## config.mk

```make
export PLATFORM = sky130hd
export DESIGN_NAME = flash_seq
export DESIGN_NICKNAME = d
export VERILOG_FILES = /design/src/rtl/flash_seq.v
export VERILOG_INCLUDE_DIRS = /design/src /design/src/pkg
export SDC_FILE = /design/constraint.sdc
export NUM_CORES = 1
export LEC_CHECK = 0
export BUFFER_PORTS_ARGS = -buffer_cell sky130_fd_sc_hd__buf_4
export CAP_MARGIN = 15
export CORE_ASPECT_RATIO = 0.75
export CORE_MARGIN = 3
export CORE_UTILIZATION = 25
export DETAILED_ROUTE_END_ITERATION = 10
export GPL_TIMING_DRIVEN = 0
export PLACE_DENSITY = 0.41
export SYNTH_ARGS = -nofsm -noshare
export SYNTH_HDL_FRONTEND = slang
export SYNTH_SLANG_ARGS = --single-unit
```

## constraint.sdc

```tcl
create_clock -name CLK -period 12.4 [get_ports CLK]
set_input_delay 0.62 -clock CLK [delete_from_list [all_inputs] [get_ports CLK]]
set_output_delay 0.62 -clock CLK [all_outputs]
set_load 0.01 [all_outputs]
```

## src/pkg/flash_seq_defines.vh

```
// constants for the serial flash cache and command engine
`ifndef FLASH_SEQ_DEFINES_VH
`define FLASH_SEQ_DEFINES_VH
// register byte offsets
`define OFS_CTRL 8'h00
`define OFS_LEN 8'h04
`define OFS_CMD_LO 8'h08
`define OFS_CMD_HI 8'h0c
`define OFS_RSP_LO 8'h10
`define OFS_RSP_HI 8'h14
// control register fields
`define CTRL_GO_BIT 0
`define CTRL_STREAM_BIT 1
// reset values
`define LEN_RESET 8'h00
`define CMD_RESET 64'h0000000000000000
`define RSP_RESET 64'h0000000000000000
// buffer and cache geometry
`define BUF_BYTES 8'h08
`define CACHE_BYTES 6'h20
// fast read sequence
`define OP_FAST_READ 8'h0b
`define DONT_CARE_BYTE 8'h00
`define FR_DATA_IDX 8'h05
// opcodes software places in the command buffer
`define OP_SECTOR_WIPE 8'h20
`define OP_SMALL_BLOCK_WIPE 8'h52
`define OP_LARGE_BLOCK_WIPE 8'hd8
`define OP_BYTE_PROGRAM 8'h02
`define OP_READ_ID 8'h9f
// engine states
`define ST_IDLE 2'd0
`define ST_SHIFT 2'd1
`define ST_WAIT 2'd2
// bits per byte on the wire
`define BITS_PER_BYTE 4'd8
`endif

```

## src/rtl/flash_seq.v

```verilog
// serial flash cache, streaming fetch and register-driven command engine
`timescale 1ns/1ps
`default_nettype none
`include "flash_seq_defines.vh"

// small synchronous fifo with valid/ready on both sides
module flash_byte_fifo #(
  parameter WIDTH = 8,
  parameter DEPTH = 8,
  parameter AW = 3
) (
  input wire clk,
  input wire rst,
  input wire in_valid,
  output wire in_ready,
  input wire [WIDTH-1:0] in_data,
  output wire out_valid,
  input wire out_ready,
  output wire [WIDTH-1:0] out_data
);
  reg [WIDTH-1:0] mem [0:DEPTH-1];
  reg [AW-1:0] wp_r;
  reg [AW-1:0] rp_r;
  reg [AW:0] cnt_r;
  wire push;
  wire pop;
  localparam [AW:0] FULL_CNT = DEPTH;

  // honest full and empty from the occupancy count
  assign in_ready = (cnt_r != FULL_CNT);
  assign out_valid = (cnt_r != {(AW+1){1'b0}});
  assign out_data = mem[rp_r];
  assign push = in_valid & in_ready;
  assign pop = out_valid & out_ready;

  // storage write
  always @(posedge clk) begin
    if (push) begin
      mem[wp_r] <= in_data;
    end
  end

  // pointers and count
  always @(posedge clk or posedge rst) begin
    if (rst) begin
      wp_r <= {AW{1'b0}};
      rp_r <= {AW{1'b0}};
      cnt_r <= {(AW+1){1'b0}};
    end else begin
      if (push) begin
        wp_r <= wp_r + {{(AW-1){1'b0}}, 1'b1};
      end
      if (pop) begin
        rp_r <= rp_r + {{(AW-1){1'b0}}, 1'b1};
      end
      if (push & ~pop) begin
        cnt_r <= cnt_r + {{AW{1'b0}}, 1'b1};
      end else if (pop & ~push) begin
        cnt_r <= cnt_r - {{AW{1'b0}}, 1'b1};
      end
    end
  end
endmodule // flash_byte_fifo

module flash_seq (
  input wire CLK,
  input wire RST,
  input wire PSEL,
  input wire PENABLE,
  input wire PWRITE,
  input wire [7:0] PADDR,
  input wire [31:0] PWDATA,
  output reg [31:0] PRDATA,
  output reg PREADY,
  output reg PSLVERR,
  input wire FETCH_REQ,
  input wire [23:0] FETCH_ADDR,
  output reg FETCH_READY,
  output reg [7:0] FETCH_DATA,
  input wire LINK_CLK,
  input wire SERIAL_DATA_IN,
  output reg SPI_CS_N,
  output reg SPI_CLK,
  output reg SPI_DO
);
  // byte of the command buffer, don't care past its end
  function [7:0] cmd_byte;
    input [63:0] buf_v;
    input [7:0] idx;
    begin
      if (idx < `BUF_BYTES) begin
        cmd_byte = buf_v[idx[2:0]*8 +: 8];
      end else begin
        cmd_byte = `DONT_CARE_BYTE;
      end
    end
  endfunction

  // byte of the fast read header: opcode, address msb first, dummy
  function [7:0] fr_byte;
    input [23:0] addr;
    input [7:0] idx;
    begin
      case (idx)
        8'h00: fr_byte = `OP_FAST_READ;
        8'h01: fr_byte = addr[23:16];
        8'h02: fr_byte = addr[15:8];
        8'h03: fr_byte = addr[7:0];
        default: fr_byte = `DONT_CARE_BYTE;
      endcase
    end
  endfunction

  reg lk_s1_r, lk_s2_r, lk_s3_r;
  reg di_s1_r, di_s2_r;
  reg [1:0] st_r;
  reg fast_r;
  reg go_r;
  reg [7:0] len_r;
  reg [63:0] cmd_r;
  reg [63:0] rsp_r;
  reg [7:0] byte_idx_r;
  reg [3:0] bit_cnt_r;
  reg [7:0] sh_out_r;
  reg [7:0] sh_in_r;
  reg pend_r;
  reg [23:0] faddr_r;
  reg [23:0] nxt_r;
  reg [23:0] base_r;
  reg [5:0] clen_r;
  reg [7:0] cache_mem [0:31];
  reg push_r;
  reg [7:0] push_data_r;
  wire lk_rise, lk_fall;
  wire fifo_in_ready, fifo_out_valid, fifo_pop;
  wire [7:0] fifo_out_data;
  wire [23:0] hit_off;
  wire hit;
  wire bus_acc, bus_wr, mapped;
  wire [7:0] next_byte;
  wire [2:0] rsp_slot;
  wire [7:0] fr_op;

  // link clock and data input pass two flops first
  always @(posedge CLK or posedge RST) begin
    if (RST) begin
      lk_s1_r <= 1'b0;
      lk_s2_r <= 1'b0;
      lk_s3_r <= 1'b0;
      di_s1_r <= 1'b0;
      di_s2_r <= 1'b0;
    end else begin
      lk_s1_r <= LINK_CLK;
      lk_s2_r <= lk_s1_r;
      lk_s3_r <= lk_s2_r;
      di_s1_r <= SERIAL_DATA_IN;
      di_s2_r <= di_s1_r;
    end
  end

  assign lk_rise = lk_s2_r & ~lk_s3_r;
  assign lk_fall = ~lk_s2_r & lk_s3_r;

  // cache range check against base and length
  assign hit_off = FETCH_ADDR - base_r;
  assign hit = (hit_off < {18'h0, clen_r});

  // apb decode, one wait state
  assign bus_acc = PSEL & PENABLE & PREADY;
  assign bus_wr = bus_acc & PWRITE;
  assign mapped = (PADDR == `OFS_CTRL) | (PADDR == `OFS_LEN) |
                  (PADDR == `OFS_CMD_LO) | (PADDR == `OFS_CMD_HI) |
                  (PADDR == `OFS_RSP_LO) | (PADDR == `OFS_RSP_HI);

  // following byte to shift out in the current transfer
  assign next_byte = fast_r ? fr_byte(faddr_r, byte_idx_r + 8'h01)
                            : cmd_byte(cmd_r, byte_idx_r + 8'h01);

  // response slot of the byte just received, kept to three bits
  assign rsp_slot = byte_idx_r[2:0] - 3'd1;
  assign fr_op = `OP_FAST_READ;

  // drain side stalls while an answer is being presented
  assign fifo_pop = fifo_out_valid & ~FETCH_READY;

  flash_byte_fifo #(
    .WIDTH(8),
    .DEPTH(8),
    .AW(3)
  ) u_fifo (
    .clk(CLK),
    .rst(RST),
    .in_valid(push_r),
    .in_ready(fifo_in_ready),
    .in_data(push_data_r),
    .out_valid(fifo_out_valid),
    .out_ready(~FETCH_READY),
    .out_data(fifo_out_data)
  );

  // cache storage, indexed by low address bits as a ring
  always @(posedge CLK) begin
    if (fifo_pop) begin
      cache_mem[faddr_r[4:0]] <= fifo_out_data;
    end
  end

  // apb answer and register reads
  always @(posedge CLK or posedge RST) begin
    if (RST) begin
      PREADY <= 1'b0;
      PRDATA <= 32'h00000000;
      PSLVERR <= 1'b0;
    end else begin
      PREADY <= PSEL & PENABLE & ~PREADY;
      PSLVERR <= PSEL & PENABLE & ~PREADY & ~mapped;
      if (PSEL & PENABLE & ~PREADY & ~PWRITE) begin
        case (PADDR)
          `OFS_CTRL: PRDATA <= {30'h0, (fast_r & ~SPI_CS_N), go_r};
          `OFS_LEN: PRDATA <= {24'h000000, len_r};
          `OFS_CMD_LO: PRDATA <= cmd_r[31:0];
          `OFS_CMD_HI: PRDATA <= cmd_r[63:32];
          `OFS_RSP_LO: PRDATA <= rsp_r[31:0];
          `OFS_RSP_HI: PRDATA <= rsp_r[63:32];
          default: PRDATA <= 32'h00000000;
        endcase
      end
    end
  end

  // engine: fetch handling, cache pointers, serial shifting
  always @(posedge CLK or posedge RST) begin
    if (RST) begin
      st_r <= `ST_IDLE;
      fast_r <= 1'b0;
      go_r <= 1'b0;
      len_r <= `LEN_RESET;
      cmd_r <= `CMD_RESET;
      rsp_r <= `RSP_RESET;
      byte_idx_r <= 8'h00;
      bit_cnt_r <= 4'h0;
      sh_out_r <= 8'h00;
      sh_in_r <= 8'h00;
      pend_r <= 1'b0;
      faddr_r <= 24'h000000;
      nxt_r <= 24'h000000;
      base_r <= 24'h000000;
      clen_r <= 6'h00;
      push_r <= 1'b0;
      push_data_r <= 8'h00;
      SPI_CS_N <= 1'b1;
      SPI_CLK <= 1'b0;
      SPI_DO <= 1'b0;
      FETCH_READY <= 1'b0;
      FETCH_DATA <= 8'h00;
    end else begin
      push_r <= 1'b0;
      FETCH_READY <= 1'b0;
      // software writes; command registers are free whenever the engine is not shifting
      if (bus_wr && st_r != `ST_SHIFT) begin
        case (PADDR)
          `OFS_LEN: len_r <= PWDATA[7:0];
          `OFS_CMD_LO: cmd_r[31:0] <= PWDATA;
          `OFS_CMD_HI: cmd_r[63:32] <= PWDATA;
          default: ;
        endcase
      end
      // fifo drained: answer the fetch and fill the cache
      if (fifo_pop) begin
        FETCH_READY <= 1'b1;
        FETCH_DATA <= fifo_out_data;
        pend_r <= 1'b0;
        if (clen_r == `CACHE_BYTES) begin
          base_r <= base_r + 24'h000001;
        end else begin
          clen_r <= clen_r + 6'h01;
        end
      end
      // new fetch request
      if (FETCH_REQ && !pend_r && !FETCH_READY) begin
        if (st_r == `ST_WAIT && FETCH_ADDR != nxt_r) begin
          st_r <= `ST_IDLE;
          SPI_CS_N <= 1'b1;
        end
        if (hit) begin
          FETCH_READY <= 1'b1;
          FETCH_DATA <= cache_mem[FETCH_ADDR[4:0]];
        end else begin
          pend_r <= 1'b1;
          faddr_r <= FETCH_ADDR;
        end
      end
      case (st_r)
        `ST_IDLE: begin
          SPI_CLK <= 1'b0;
          if (lk_fall && pend_r && !fifo_pop && fifo_in_ready) begin
            // jump: open a fast read at the new address
            st_r <= `ST_SHIFT;
            fast_r <= 1'b1;
            base_r <= faddr_r;
            clen_r <= 6'h00;
            byte_idx_r <= 8'h00;
            bit_cnt_r <= 4'h0;
            sh_out_r <= {fr_op[6:0], 1'b0};
            SPI_DO <= fr_op[7];
            SPI_CS_N <= 1'b0;
          end else if (lk_fall && go_r && !pend_r) begin
            if (len_r == 8'h00) begin
              go_r <= 1'b0;
            end else begin
              st_r <= `ST_SHIFT;
              fast_r <= 1'b0;
              clen_r <= 6'h00;
              byte_idx_r <= 8'h00;
              bit_cnt_r <= 4'h0;
              sh_out_r <= {cmd_r[6:0], 1'b0};
              SPI_DO <= cmd_r[7];
              SPI_CS_N <= 1'b0;
            end
          end
        end
        `ST_WAIT: begin
          SPI_CLK <= 1'b0;
          if (lk_fall && pend_r && faddr_r == nxt_r && !fifo_pop && fifo_in_ready) begin
            // sequential: clock one more byte in
            st_r <= `ST_SHIFT;
            byte_idx_r <= `FR_DATA_IDX;
            bit_cnt_r <= 4'h0;
            sh_out_r <= `DONT_CARE_BYTE;
            SPI_DO <= 1'b0;
          end
        end
        `ST_SHIFT: begin
          SPI_CLK <= lk_s2_r;
          if (lk_rise) begin
            sh_in_r <= {sh_in_r[6:0], di_s2_r};
            bit_cnt_r <= bit_cnt_r + 4'h1;
          end else if (lk_fall && bit_cnt_r == `BITS_PER_BYTE) begin
            // byte complete
            bit_cnt_r <= 4'h0;
            byte_idx_r <= byte_idx_r + 8'h01;
            sh_out_r <= {next_byte[6:0], 1'b0};
            SPI_DO <= next_byte[7];
            if (fast_r) begin
              if (byte_idx_r >= `FR_DATA_IDX) begin
                push_r <= 1'b1;
                push_data_r <= sh_in_r;
                nxt_r <= faddr_r + 24'h000001;
                st_r <= `ST_WAIT;
              end
            end else begin
              if (byte_idx_r != 8'h00 && byte_idx_r <= `BUF_BYTES) begin
                rsp_r[rsp_slot*8 +: 8] <= sh_in_r;
              end
              if (byte_idx_r + 8'h01 == len_r) begin
                st_r <= `ST_IDLE;
                SPI_CS_N <= 1'b1;
                go_r <= 1'b0;
              end
            end
          end else if (lk_fall) begin
            SPI_DO <= sh_out_r[7];
            sh_out_r <= {sh_out_r[6:0], 1'b0};
          end
        end
        default: st_r <= `ST_IDLE;
      endcase
      // start bit: a set wins over a same-cycle clear in idle, and is ignored while shifting
      if (bus_wr && PADDR == `OFS_CTRL && PWDATA[`CTRL_GO_BIT] && st_r != `ST_SHIFT) begin
        go_r <= 1'b1;
      end
    end
  end
endmodule // flash_seq
`default_nettype wire

```

* Word-level counts from Yosys, hierarchy flattened
Memories as Yosys holds them, arrays and structs flattened.
Index checks and enable logic that the tools add are counted.
** Storage, ports and cells
- Register bits after elaboration :: 317
- Word-level logic and storage cells :: 260
- Memories kept :: 2
- RAM bits :: 320
- Input bits :: 72
- Output and inout port bits :: 46
** Memories
- cache_mem :: words 32, bits a word 8, read ports 1, clocked after Yosys merged registers in 0, wr ports 1, line flash_seq.v:131 : reg [7:0] cache_mem [0:31];
- u_fifo.mem :: words 8, bits a word 8, read ports 1, clocked after Yosys merged registers in 0, wr ports 1, line flash_seq.v:21 : reg [WIDTH-1:0] mem [0:DEPTH-1];
** Operators by class
- Magnitude comparators :: 4
- Equality and inequality tests :: 32
- Muxes and demuxes :: 99
- Shift operators :: 3
- Reductions and logical operators :: 44
- Bitwise logic cells :: 30
- Add/subtract/negate cells :: 12
** Operator list (count)
- $pmux 32 s6 :: 1
- $mux 8 :: 18
- $mux 24 :: 4
- $bwmux 64 :: 1
- $shift 8x34->64 const A :: 1
- $shiftx 64x7->8 :: 1
- $shiftx 8x34->64 :: 1
- $add 24x1->24 const B :: 2
- $pmux 8 s3 :: 2
- $mux 1 :: 41
- $mux 6 :: 6
- $neg 6->34 :: 1
- $ne 3x3->1 const B :: 11
- $mux 4 :: 8
- $pmux 8 s4 :: 1
- $eq 24x24->1 :: 1
- $logic_not 8->1 :: 3
- $lt 24x6->1 :: 1
- $ne 24x24->1 :: 1
- $sub 24x24->24 :: 1
- $mux 2 :: 11
- $logic_and 1x1->1 :: 17
- $eq 8x2->1 const B :: 2
- $eq 8x4->1 const B :: 2
- 39 further kinds :: 86

* Longest topological paths before layout
Gate-level depths: netlist of the first run.
- Word-level depth :: 9
- Mapped depth :: 18
- Mapped depth without buffers :: 15

* Hierarchy
From an unflattened synthesis of the first run, not the netlist that was laid out.
** Unflattened totals
- Cells, all modules :: 2240
- Area, all modules :: 29756.0 um^2
** By module, submodules not included
- flash_seq :: seq. area each 15346.0 um^2, times used 1, cells an instance 2084, area an instance 26643.1 um^2
- flash_byte_fifo :: seq. area each 2172.1 um^2, times used 1, cells an instance 156, area an instance 3113.0 um^2

* Worst setup path before layout of the first run
No wires, ideal clock.
- Path type :: input-to-reg
- Start point :: input port FETCH_ADDR[0]
- End point :: register faddr_r[3]
- Stages on the path :: 17
- Required time :: 12.272 ns
- Buffers on the path :: 3
- Setup time :: 0.128 ns
- Path slack :: 7.212 ns
- Arrival :: 5.061 ns
- Path through :: buf_1 -> buf_1 -> inv_1 -> ha_1 -> fa_1 -> and2b_2 -> o21a_1 -> nor2_1 -> xnor2_1 -> ha_1 -> o21ai_0 -> a21oi_1 -> or4_1 -> or4_1 -> o21ai_2 -> buf_4 -> mux2_1
** Between the ends
- Cells in the longest elaborated chain, start to end :: 4
** RTL lines
- start, declared :: line flash_seq.v:77 : input wire [23:0] FETCH_ADDR,
- $sub 24x24->24 :: line flash_seq.v:165 : assign hit_off = FETCH_ADDR - base_r;
- $lt 24x6->1 :: line flash_seq.v:166 : assign hit = (hit_off < {18'h0, clen_r});
- $not 1->1 (no line)
- $reduce_and 2->1 (no line)
- end signal, assigned :: line flash_seq.v:245 : faddr_r <= 24'h000000;
- end signal, assigned :: line flash_seq.v:290 : faddr_r <= FETCH_ADDR;
- end, declared :: line flash_seq.v:127 : reg [23:0] faddr_r;
Every way passes these cells.
A chain may end at the register's enable or synchronous reset.

* Final worst setup path of the first run
- Start point :: register byte_idx_r[0]
- End point :: register sh_out_r[3]
** Between the ends
- Cells in the longest elaborated chain, start to end :: 7
- Elaborated cells between the ends (all ways) :: 13
- Classes of those cells :: add/sub: 1; order compare: 1; eq/ne: 3; shift: 1; mux: 6; reduce/logical: 1
** RTL lines
- start, declared :: line flash_seq.v:122 : reg [7:0] byte_idx_r;
- start signal, assigned :: line flash_seq.v:327 : byte_idx_r <= `FR_DATA_IDX;
- start signal, assigned :: line flash_seq.v:341 : byte_idx_r <= byte_idx_r + 8'h01;
- $add 8x1->8 (*) :: line flash_seq.v:176, flash_seq.v:177
- $shiftx 64x7->8 (tied with other cells) :: line flash_seq.v:92 : cmd_byte = buf_v[idx[2:0]*8 +: 8];
- $mux 8 / $pmux 8 s4 (equally long branches) :: line flash_seq.v:91, flash_seq.v:104
- $mux 8 (*) :: line flash_seq.v:176 : assign next_byte = fast_r ? fr_byte(faddr_r, byte_idx_r + 8'h01)
- $mux 8 (*) :: line flash_seq.v:338 : end else if (lk_fall && bit_cnt_r == `BITS_PER_BYTE) begin
- $mux 8 (*) :: line flash_seq.v:335 : if (lk_rise) begin
- $pmux 8 s3 (*) :: line flash_seq.v:293 : case (st_r)
- end signal, assigned :: line flash_seq.v:304 : sh_out_r <= {fr_op[6:0], 1'b0};
- end signal, assigned :: line flash_seq.v:329 : sh_out_r <= `DONT_CARE_BYTE;
- end signal, assigned :: line flash_seq.v:342 : sh_out_r <= {next_byte[6:0], 1'b0};
- end, declared :: line flash_seq.v:124 : reg [7:0] sh_out_r;
Mark *: on every way between the ends. The rest lies on a longest branch, timed or not. The select of a mux whose other input is x is not followed.

==> results of run 1 <==
-- logic make-up after synthesis --
| family | after synthesis | share of synthesized area, % |
|---|---|---|
| compound gates | 393 | 8.64 |
| fa+ha+maj | 56 | 2.42 |
| xor+xnor | 131 | 3.88 |
| simple gates | 511 | 8.02 |
| buf+inv | 179 | 2.32 |
| flops | 636 | 59.3 |
| mux | 297 | 15.4 |
-- registers in the layout (all words and copies together), names as in the netlist, 24 cells and up --
signal and cells:
PRDATA 32, base_r 24, cache_mem 256, cmd_r 64, faddr_r 24, nxt_r 24
rsp_r 64, u_fifo.mem 64
-- power by group --
| part | internal, W | leakage (nW) | switching, W |
|---|---|---|---|
| sequential | 0.00229 | 6.61 | 0.000124 |
| clock | 0.00130 | 1.19 | 0.000940 |
| combinational | 0.000418 | 4.73 | 0.000688 |
-- per-layer routing --
metal | routed length, µm | track usage, % | vias to the layer above
met4 | 2030 | 3.90 | 0
met1 | 44600 | 21.8 | 10100
met2 | 39400 | 21.6 | 488
li1 | - | - | 8713
met5 | 0 | 0 | -
met3 | 4890 | 3.21 | 114
-- area by class of cell --
cell class	instances	area [µm²]	area share [%]
timing repair buffer	121	947	2.71
sequential	636	17500	50.2
clock inverter	38	549	1.57
multi-input combinational	1388	11300	32.5
inverter	53	206	0.591
tap	1540	1930	5.52
clock buffer	91	1920	5.51
antenna	2	5.00	0.0143
buffer	126	488	1.40
-- final timing paths --
check,start,end,slack [ns],depth (start not counted)
setup / recovery,byte_idx_r[0]$_DFFE_PP0P_,sh_out_r[3]$_DFFE_PP0P_,6.15,13
hold / removal,LINK_CLK,lk_s1_r$_DFF_PP0_,0.08,1
setup reg to reg,byte_idx_r[0]$_DFFE_PP0P_,sh_out_r[3]$_DFFE_PP0P_,6.15,13
hold reg to reg,di_s1_r$_DFF_PP0_,di_s2_r$_DFF_PP0_,0.37,0
max in group asynchronous,RST,di_s2_r$_DFF_PP0_,10.61,4
min in group asynchronous,RST,base_r[19]$_DFF_PP0_,0.09,2
-- through the flow --
step / setup TNS (ns) / util (%) / setup slack, ns / cell area (µm²) / hold slack, ns
global placement: -355.22 / 27.8 / -1.20 / 32300 / 0.346
finish: 0 / 30.0 / 6.15 / 34900 / 0.0845
detailed placement: 0 / 27.8 / 5.57 / 32400 / 0.335
global route: 0 / 30.0 / 5.82 / 34900 / 0.0490
floorplan: 0 / - / 3.04 / 29500 / 0.331
CTS: 0 / 30.0 / 6.28 / 34900 / 0.0243
-- placed cells by master, fill, tap and decap left out, types with 12 or more instances in the layout --
cell,synthesis,layout
mux4_2,112,112
nor4_1,13,13
mux2i_1,38,38
mux2_2,117,117
clkbuf_1,104,118
a22o_1,25,25
nor2b_1,12,12
dfrtp_1,315,315
nand3_1,36,36
or3_1,12,12
nor2_1,117,117
nand4_1,26,26
xor2_1,49,49
a21oi_1,98,98
xnor2_1,82,82
o21ai_0,122,122
a221oi_1,26,26
buf_1,19,19
edfxtp_1,320,320
ha_1,54,54
nor3_1,32,32
nand2b_1,14,14
mux2_1,30,30
a22oi_1,31,31
clkbuf_16,0,72
buf_4,2,118
nand2_1,203,203
inv_1,51,50
==> run metrics, run 1 <==
Worst EP required ~13 ns; placed cell count a little under 4000; Num CTS Buffers 71; RSZ-0062 raised after global routing no; commonest cells in the netlist 320 x edfxtp_1, 315 x dfrtp_1, 203 x nand2_1; Max Cap Violations 0; Tot Pwr 0.00577 W; Worst-Margin Slew around 1.2 ns; CTS tree yes; Post-synth ARST share between 40% and 50%; fin cells about 4000; Initial Util roughly 25%; Root Buffer clkbuf_16; Die H slightly above 300 µm; CP endpoint kind flop; number of flops mapped to enable cells by yosys between 300 and 400; Lkg Pwr 12.5 nW; Setup CP Type reg -> reg; vias per inst between 4 and 5; row cnt between 100 and 150; critical path's most frequent cell clkbuf_1; fillers ~12000; CP bufs+invs 7; die width 403 µm; Critical Path Fanout Max 10; post-synthesis register bit count ~640; ys flop type edfxtp_1; Worst-path clk slew ~0.070 ns; Final ANT Viol Nets 0; drt drc 0; peak supply drop 109 µV; Starting DRT DRC Count 1543; crit share post-route roughly 50%; cell taking the most area after synthesis edfxtp_1; Synth-to-Final Area Change 18.1%; first-pass GRT wire length 134000 µm; Core Region about 120000 µm²; number of setup violations in the final report 0; Fmax roughly 160 MHz; crit path launch type flop; pwr/cell area about 170 nW/µm²; gr ovfl total 0; Synth warnings 0; Post-Synthesis Cells between 2000 and 2500; min Tclk post-route roughly 6.3 ns; routed wire length about 90000 µm; relative slew slack between 10% and 20%; IO Port Bufs roughly 120; Pins Over Slew Limit 0; CP peak stage delay around 0.75 ns; top post-synthesis cells by area edfxtp_1 33%, dfrtp_1 27%, mux4_2 8.5%, mux2_2 4.5%, nand2_1 2.6%; CP Cell Sequence clkbuf_1 -> clkbuf_1 -> buf_1 -> inv_1 -> ha_1 -> clkbuf_1 -> clkbuf_1 -> buf_1 -> mux4_2 -> mux2i_1 -> o211ai_1 -> o2111ai_1 -> a21oi_1; synthesized area per cell between 10 and 15 µm²; cells resized by post-CTS repair 0; Hold Fails Final Rpt 0; largest net degree at the start of global routing 123; DRT Pass-1 Iters 7; postcts setup bufs 0; synth unique cells between 70 and 80; syn_nets 2331; Clk Latency, worst-skew pair 0.66 ns; I/O Pins between 100 and 150; total number of vias slightly below 20000; GRT Overall Usage 14.7%; Hold/Removal Path Class in -> reg; most frequent cell after synthesis edfxtp_1; Synth top area share between 30 and 40%; slowest cell on the critical path buf_1; Die Area 122000 µm²; wire per inst 22.8 µm; Hold Buf Count CTS 0; H-tree levels 3; hpwl dp 66400 µm; vias in the first global route roughly 20000; layout cells sized above 1 19.3%; Syn Std Cell Area 29500 µm²; status completed; Clock Path Buffers 3; Critical Path AT 6.79 ns; final layout net count ~2500; skew final slightly above 0.06 ns; initial antenna violation count 3; CP top delay family buffers and inverters; post-synthesis sequential area ratio 59.3%; Placer Congestion ~0.86; CTS sink count 636
Note: power is estimated with default switching activity, not from simulation.
==> run 2: changes to the inputs <==
ABC_AREA = 1   (was default)
clock period = 6.3 ns   (was 12.4 ns; I/O delays follow)
==> run 2 against run 1 <==
  * Critical path depth increased by 2
  * Combinational power rose to 4.6 times the previous value
  * Die area grew 5.6%
  * Utilization increased by 0.70 points
  * Critical endpoint is now SPI_DO$_DFFE_PP0P_
  * Largest cell class unchanged
  * Highest routed layer unchanged
  * Final cell count rose by 34%
  * Register-to-register slack got worse by 3.9 ns
  * Critical path type unchanged
  * Clock-buffer cell count is 6 higher
  * Global-route usage grew 2.8 points
==> run metrics, run 2 <==
setup slack, reg-to-reg 2.24 ns (was 6.15 ns); Synth-to-Final Area Change 20.8% (was 18.1%); Lkg Pwr 15.2 nW (was 12.5 nW); vias in the first global route 25100 (was 20000); skew final 0.0565 ns (was 0.0604 ns); total number of vias 25600 (was 19400); status completed (unchanged); Simple-Gate Fraction of Synth Area 20.6% (was 8.02%); commonest cells in the netlist 705 x nand2_1, 401 x o21ai_0, 372 x nor2_1 (was 320 x edfxtp_1, 315 x dfrtp_1, 203 x nand2_1); post-synthesis compound-gate area fraction 12.1% (was 8.64%); drt drc 0 (unchanged); worst r2r dst SPI_DO$_DFFE_PP0P_ (was sh_out_r[3]$_DFFE_PP0P_); row cnt 111 (was 108); Total Neg Setup Slack 0 ns (unchanged); Die H 312 µm (was 304 µm); cells resized by post-CTS repair 0 (unchanged); largest family of logic cells by synthesized area simple AND/OR/NAND/NOR gates (was multiplexers); most frequent cell after synthesis nand2_1 (was edfxtp_1); Critical Path Fanout Max 12 (was 10); CTS sink count 636 (unchanged); Placer Congestion 0.866 (was 0.864); Final ANT Viol Nets 0 (unchanged); wire per inst 21.3 µm (was 22.8 µm); Max Cap Violations 0 (unchanged); Post-Synthesis Cells 3408 (was 2203); CTS tree yes (unchanged); worst reg2reg startpoint byte_idx_r[0]$_DFFE_PP0P_ (unchanged); CP endpoint kind flop (unchanged); Clock Path Buffers 3 (unchanged); IO Port Bufs 117 (was 116); worst hold slack 0.0370 ns (was 0.0845 ns); Hold Fails Final Rpt 0 (unchanged); Clk Latency, worst-skew pair 0.68 ns (was 0.66 ns); first-pass GRT wire length 171000 µm (was 134000 µm); hpwl dp 85700 µm (was 66400 µm); H-tree levels 3 (unchanged); Critical Path AT 4.66 ns (was 6.79 ns); Worst-Margin Slew 1.13 ns (was 1.19 ns); Setup CP Type reg -> reg (unchanged); Fmax 246 MHz (was 160 MHz); Synth top area share 30.8% (was 32.5%); pwr/cell area 402 nW/µm² (was 165 nW/µm²); critical path's most frequent cell nand2_1 (was clkbuf_1); crit path launch type flop (unchanged); initial antenna violation count 0 (was 3); Hold Path Depth 3 (was 1); post-synthesis register bit count 636 (unchanged); GRT Overall Usage 17.5% (was 14.7%); routed wire length 115000 µm (was 90900 µm); ys flop type edfxtp_1 (unchanged); post-synthesis mux area share 0.293% (was 15.4%); postcts setup bufs 0 (unchanged); worst hold start PWDATA[0] (was LINK_CLK); Num CTS Buffers 74 (was 71); n_diodes 0 (was 2); max reg flops 256 (unchanged); peak supply drop 239 µV (was 109 µV); CP Cell Sequence clkbuf_2 -> inv_1 -> clkbuf_1 -> ha_1 -> clkinv_1 -> nand2_1 -> clkbuf_1 -> o22ai_1 -> o21ai_0 -> nand3_1 -> a21oi_1 -> nand2_1 -> nand2_1 -> nand2_1 -> nand2_1 (was clkbuf_1 -> clkbuf_1 -> buf_1 -> inv_1 -> ha_1 -> clkbuf_1 -> clkbuf_1 -> buf_1 -> mux4_2 -> mux2i_1 -> o211ai_1 -> o2111ai_1 -> a21oi_1); vias per inst 4.76 (was 4.86); Synth Area in XOR/XNOR 2.58% (was 3.88%); synthesized area per cell 9.16 µm² (was 13.4 µm²); largest net degree at the start of global routing 39 (was 123); Synth warnings 0 (unchanged); Worst EP required 6.90 ns (was 12.93 ns); Initial Util 25.4% (about the same); Die Area 129000 µm² (was 122000 µm²); gr ovfl total 0 (unchanged); Adder-Cell Fraction of Synth Area 2.29% (was 2.42%); die width 414 µm (was 403 µm); DRT Pass-1 Iters 5 (was 7); I/O Pins 118 (unchanged); post-synthesis sequential area ratio 56.1% (was 59.3%); slowest cell on the critical path clkbuf_1 (was buf_1); Worst-path clk slew 0.06 ns (was 0.07 ns); top post-synthesis cells by area edfxtp_1 31%, dfrtp_1 25%, nand2_1 8.5%, o21ai_0 6.4%, nor2_1 4.5% (was edfxtp_1 33%, dfrtp_1 27%, mux4_2 8.5%, mux2_2 4.5%, nand2_1 2.6%); Hold Path Sink go_r$_DFFE_PP0P_ (was lk_s1_r$_DFF_PP0_); Starting DRT DRC Count 2405 (was 1543); Worst Reg-to-Reg Cells 15 (was 13); layout cells sized above 1 9.40% (was 19.3%); relative slew slack 24.7% (was 20.0%); crit share post-route 64.4% (was 50.4%); most common cell after layout, fill and taps aside nand2_1 (was edfxtp_1); Syn Std Cell Area 31200 µm² (was 29500 µm²); RSZ-0062 raised after global routing no (unchanged); CP top delay family buffers and inverters (unchanged); Root Buffer clkbuf_16 (unchanged); CP peak stage delay 0.61 ns (was 0.75 ns); final layout net count 3803 (was 2525); number of flops mapped to enable cells by yosys 320 (unchanged); Hold/Removal Path Class in -> reg (unchanged); min Tclk post-route 4.06 ns (was 6.25 ns); Pins Over Slew Limit 0 (unchanged); syn_nets 3536 (was 2331); Hold Buf Count CTS 57 (was 0); Core Region 123000 µm² (was 116000 µm²); commonest cells after routing, fill and taps aside 705 x nand2_1, 401 x o21ai_0, 371 x nor2_1 (was 320 x edfxtp_1, 315 x dfrtp_1, 203 x nand2_1); cell taking the most area after synthesis edfxtp_1 (unchanged); Post-synth ARST share 49.7% (unchanged); CP bufs+invs 5 (was 7); synth unique cells 62 (was 75); number of setup violations in the final report 0 (unchanged); Core Util, Final 30.7% (was 30.0%)
## run 2: worst max-delay path by stage
stage / cells past startpoint / startpoint / slack (ns) / to
finish: 15 / byte_idx_r[0]$_DFFE_PP0P_ / 2.24 / SPI_DO$_DFFE_PP0P_
CTS: 23 / FETCH_ADDR[0] / 2.29 / pend_r$_DFF_PP0_
floorplan: 1 / RST / 1.77 / FETCH_DATA[0]$_DFF_PP0_
detailed placement: 23 / FETCH_ADDR[0] / 1.61 / pend_r$_DFF_PP0_
global placement: 2 / RST / -0.94 / base_r[22]$_DFF_PP0_
global route: 23 / FETCH_ADDR[0] / 1.90 / faddr_r[7]$_DFFE_PP0P_
## run 2: cell families after synthesis
group	Yosys count
AOI/OAI and AO/OA	647
xor gates and xnor gates	91
adders and majority gates	56
buffers and inverters	479
DFF	636
muxes	9
and+or+nand+nor	1490
## run 2: through the flow
stage          instances  instance area (µm²)  total power, W  worst slack, ns
4_1_cts             5372                37700          0.0153             2.29
3_5_place_dp        5180                34600          0.0107             1.61
5_1_grt             5372                37700          0.0161             1.90
6_report            5372                37700          0.0152             2.24
3_3_place_gp        5163                34200          0.0105           -0.939
2_1_floorplan       3408                31200         0.00862             1.77
## run 2: worst min-delay path, stage by stage
cell and delay (ns):
buf_4 0.15, nand3_1 0.08, o21ai_0 0.08
## run 2: power by group
group | total, W | internal (W) | switching [W]
sequential | 0.00551 | 0.00518 | 0.000334
combinational | 0.00516 | 0.00155 | 0.00361
clock | 0.00449 | 0.00259 | 0.00190
## run 2: metal layers
metal  vias to the layer above  part of all wire [%]  track usage [%]  wire, µm
met4                         0                   1.7             3.50      1960
li1                      12200                     -                -         -
met2                       642                    41             24.9     47000
met5                         -                     0                0         0
met3                       117                   5.2             2.61      6010
met1                     12600                    52             27.8     59700
## run 2: layout make-up
| type | count | area [µm²] |
|---|---|---|
| fill | 13000 | 85300 |
| sequential | 636 | 17500 |
| multi-input combinational | 2293 | 12000 |
| tap | 1638 | 2050 |
| clock buffer | 97 | 2030 |
| timing repair buffer | 191 | 1810 |
| inverter | 320 | 1200 |
| buffer | 159 | 671 |
| clock inverter | 38 | 490 |
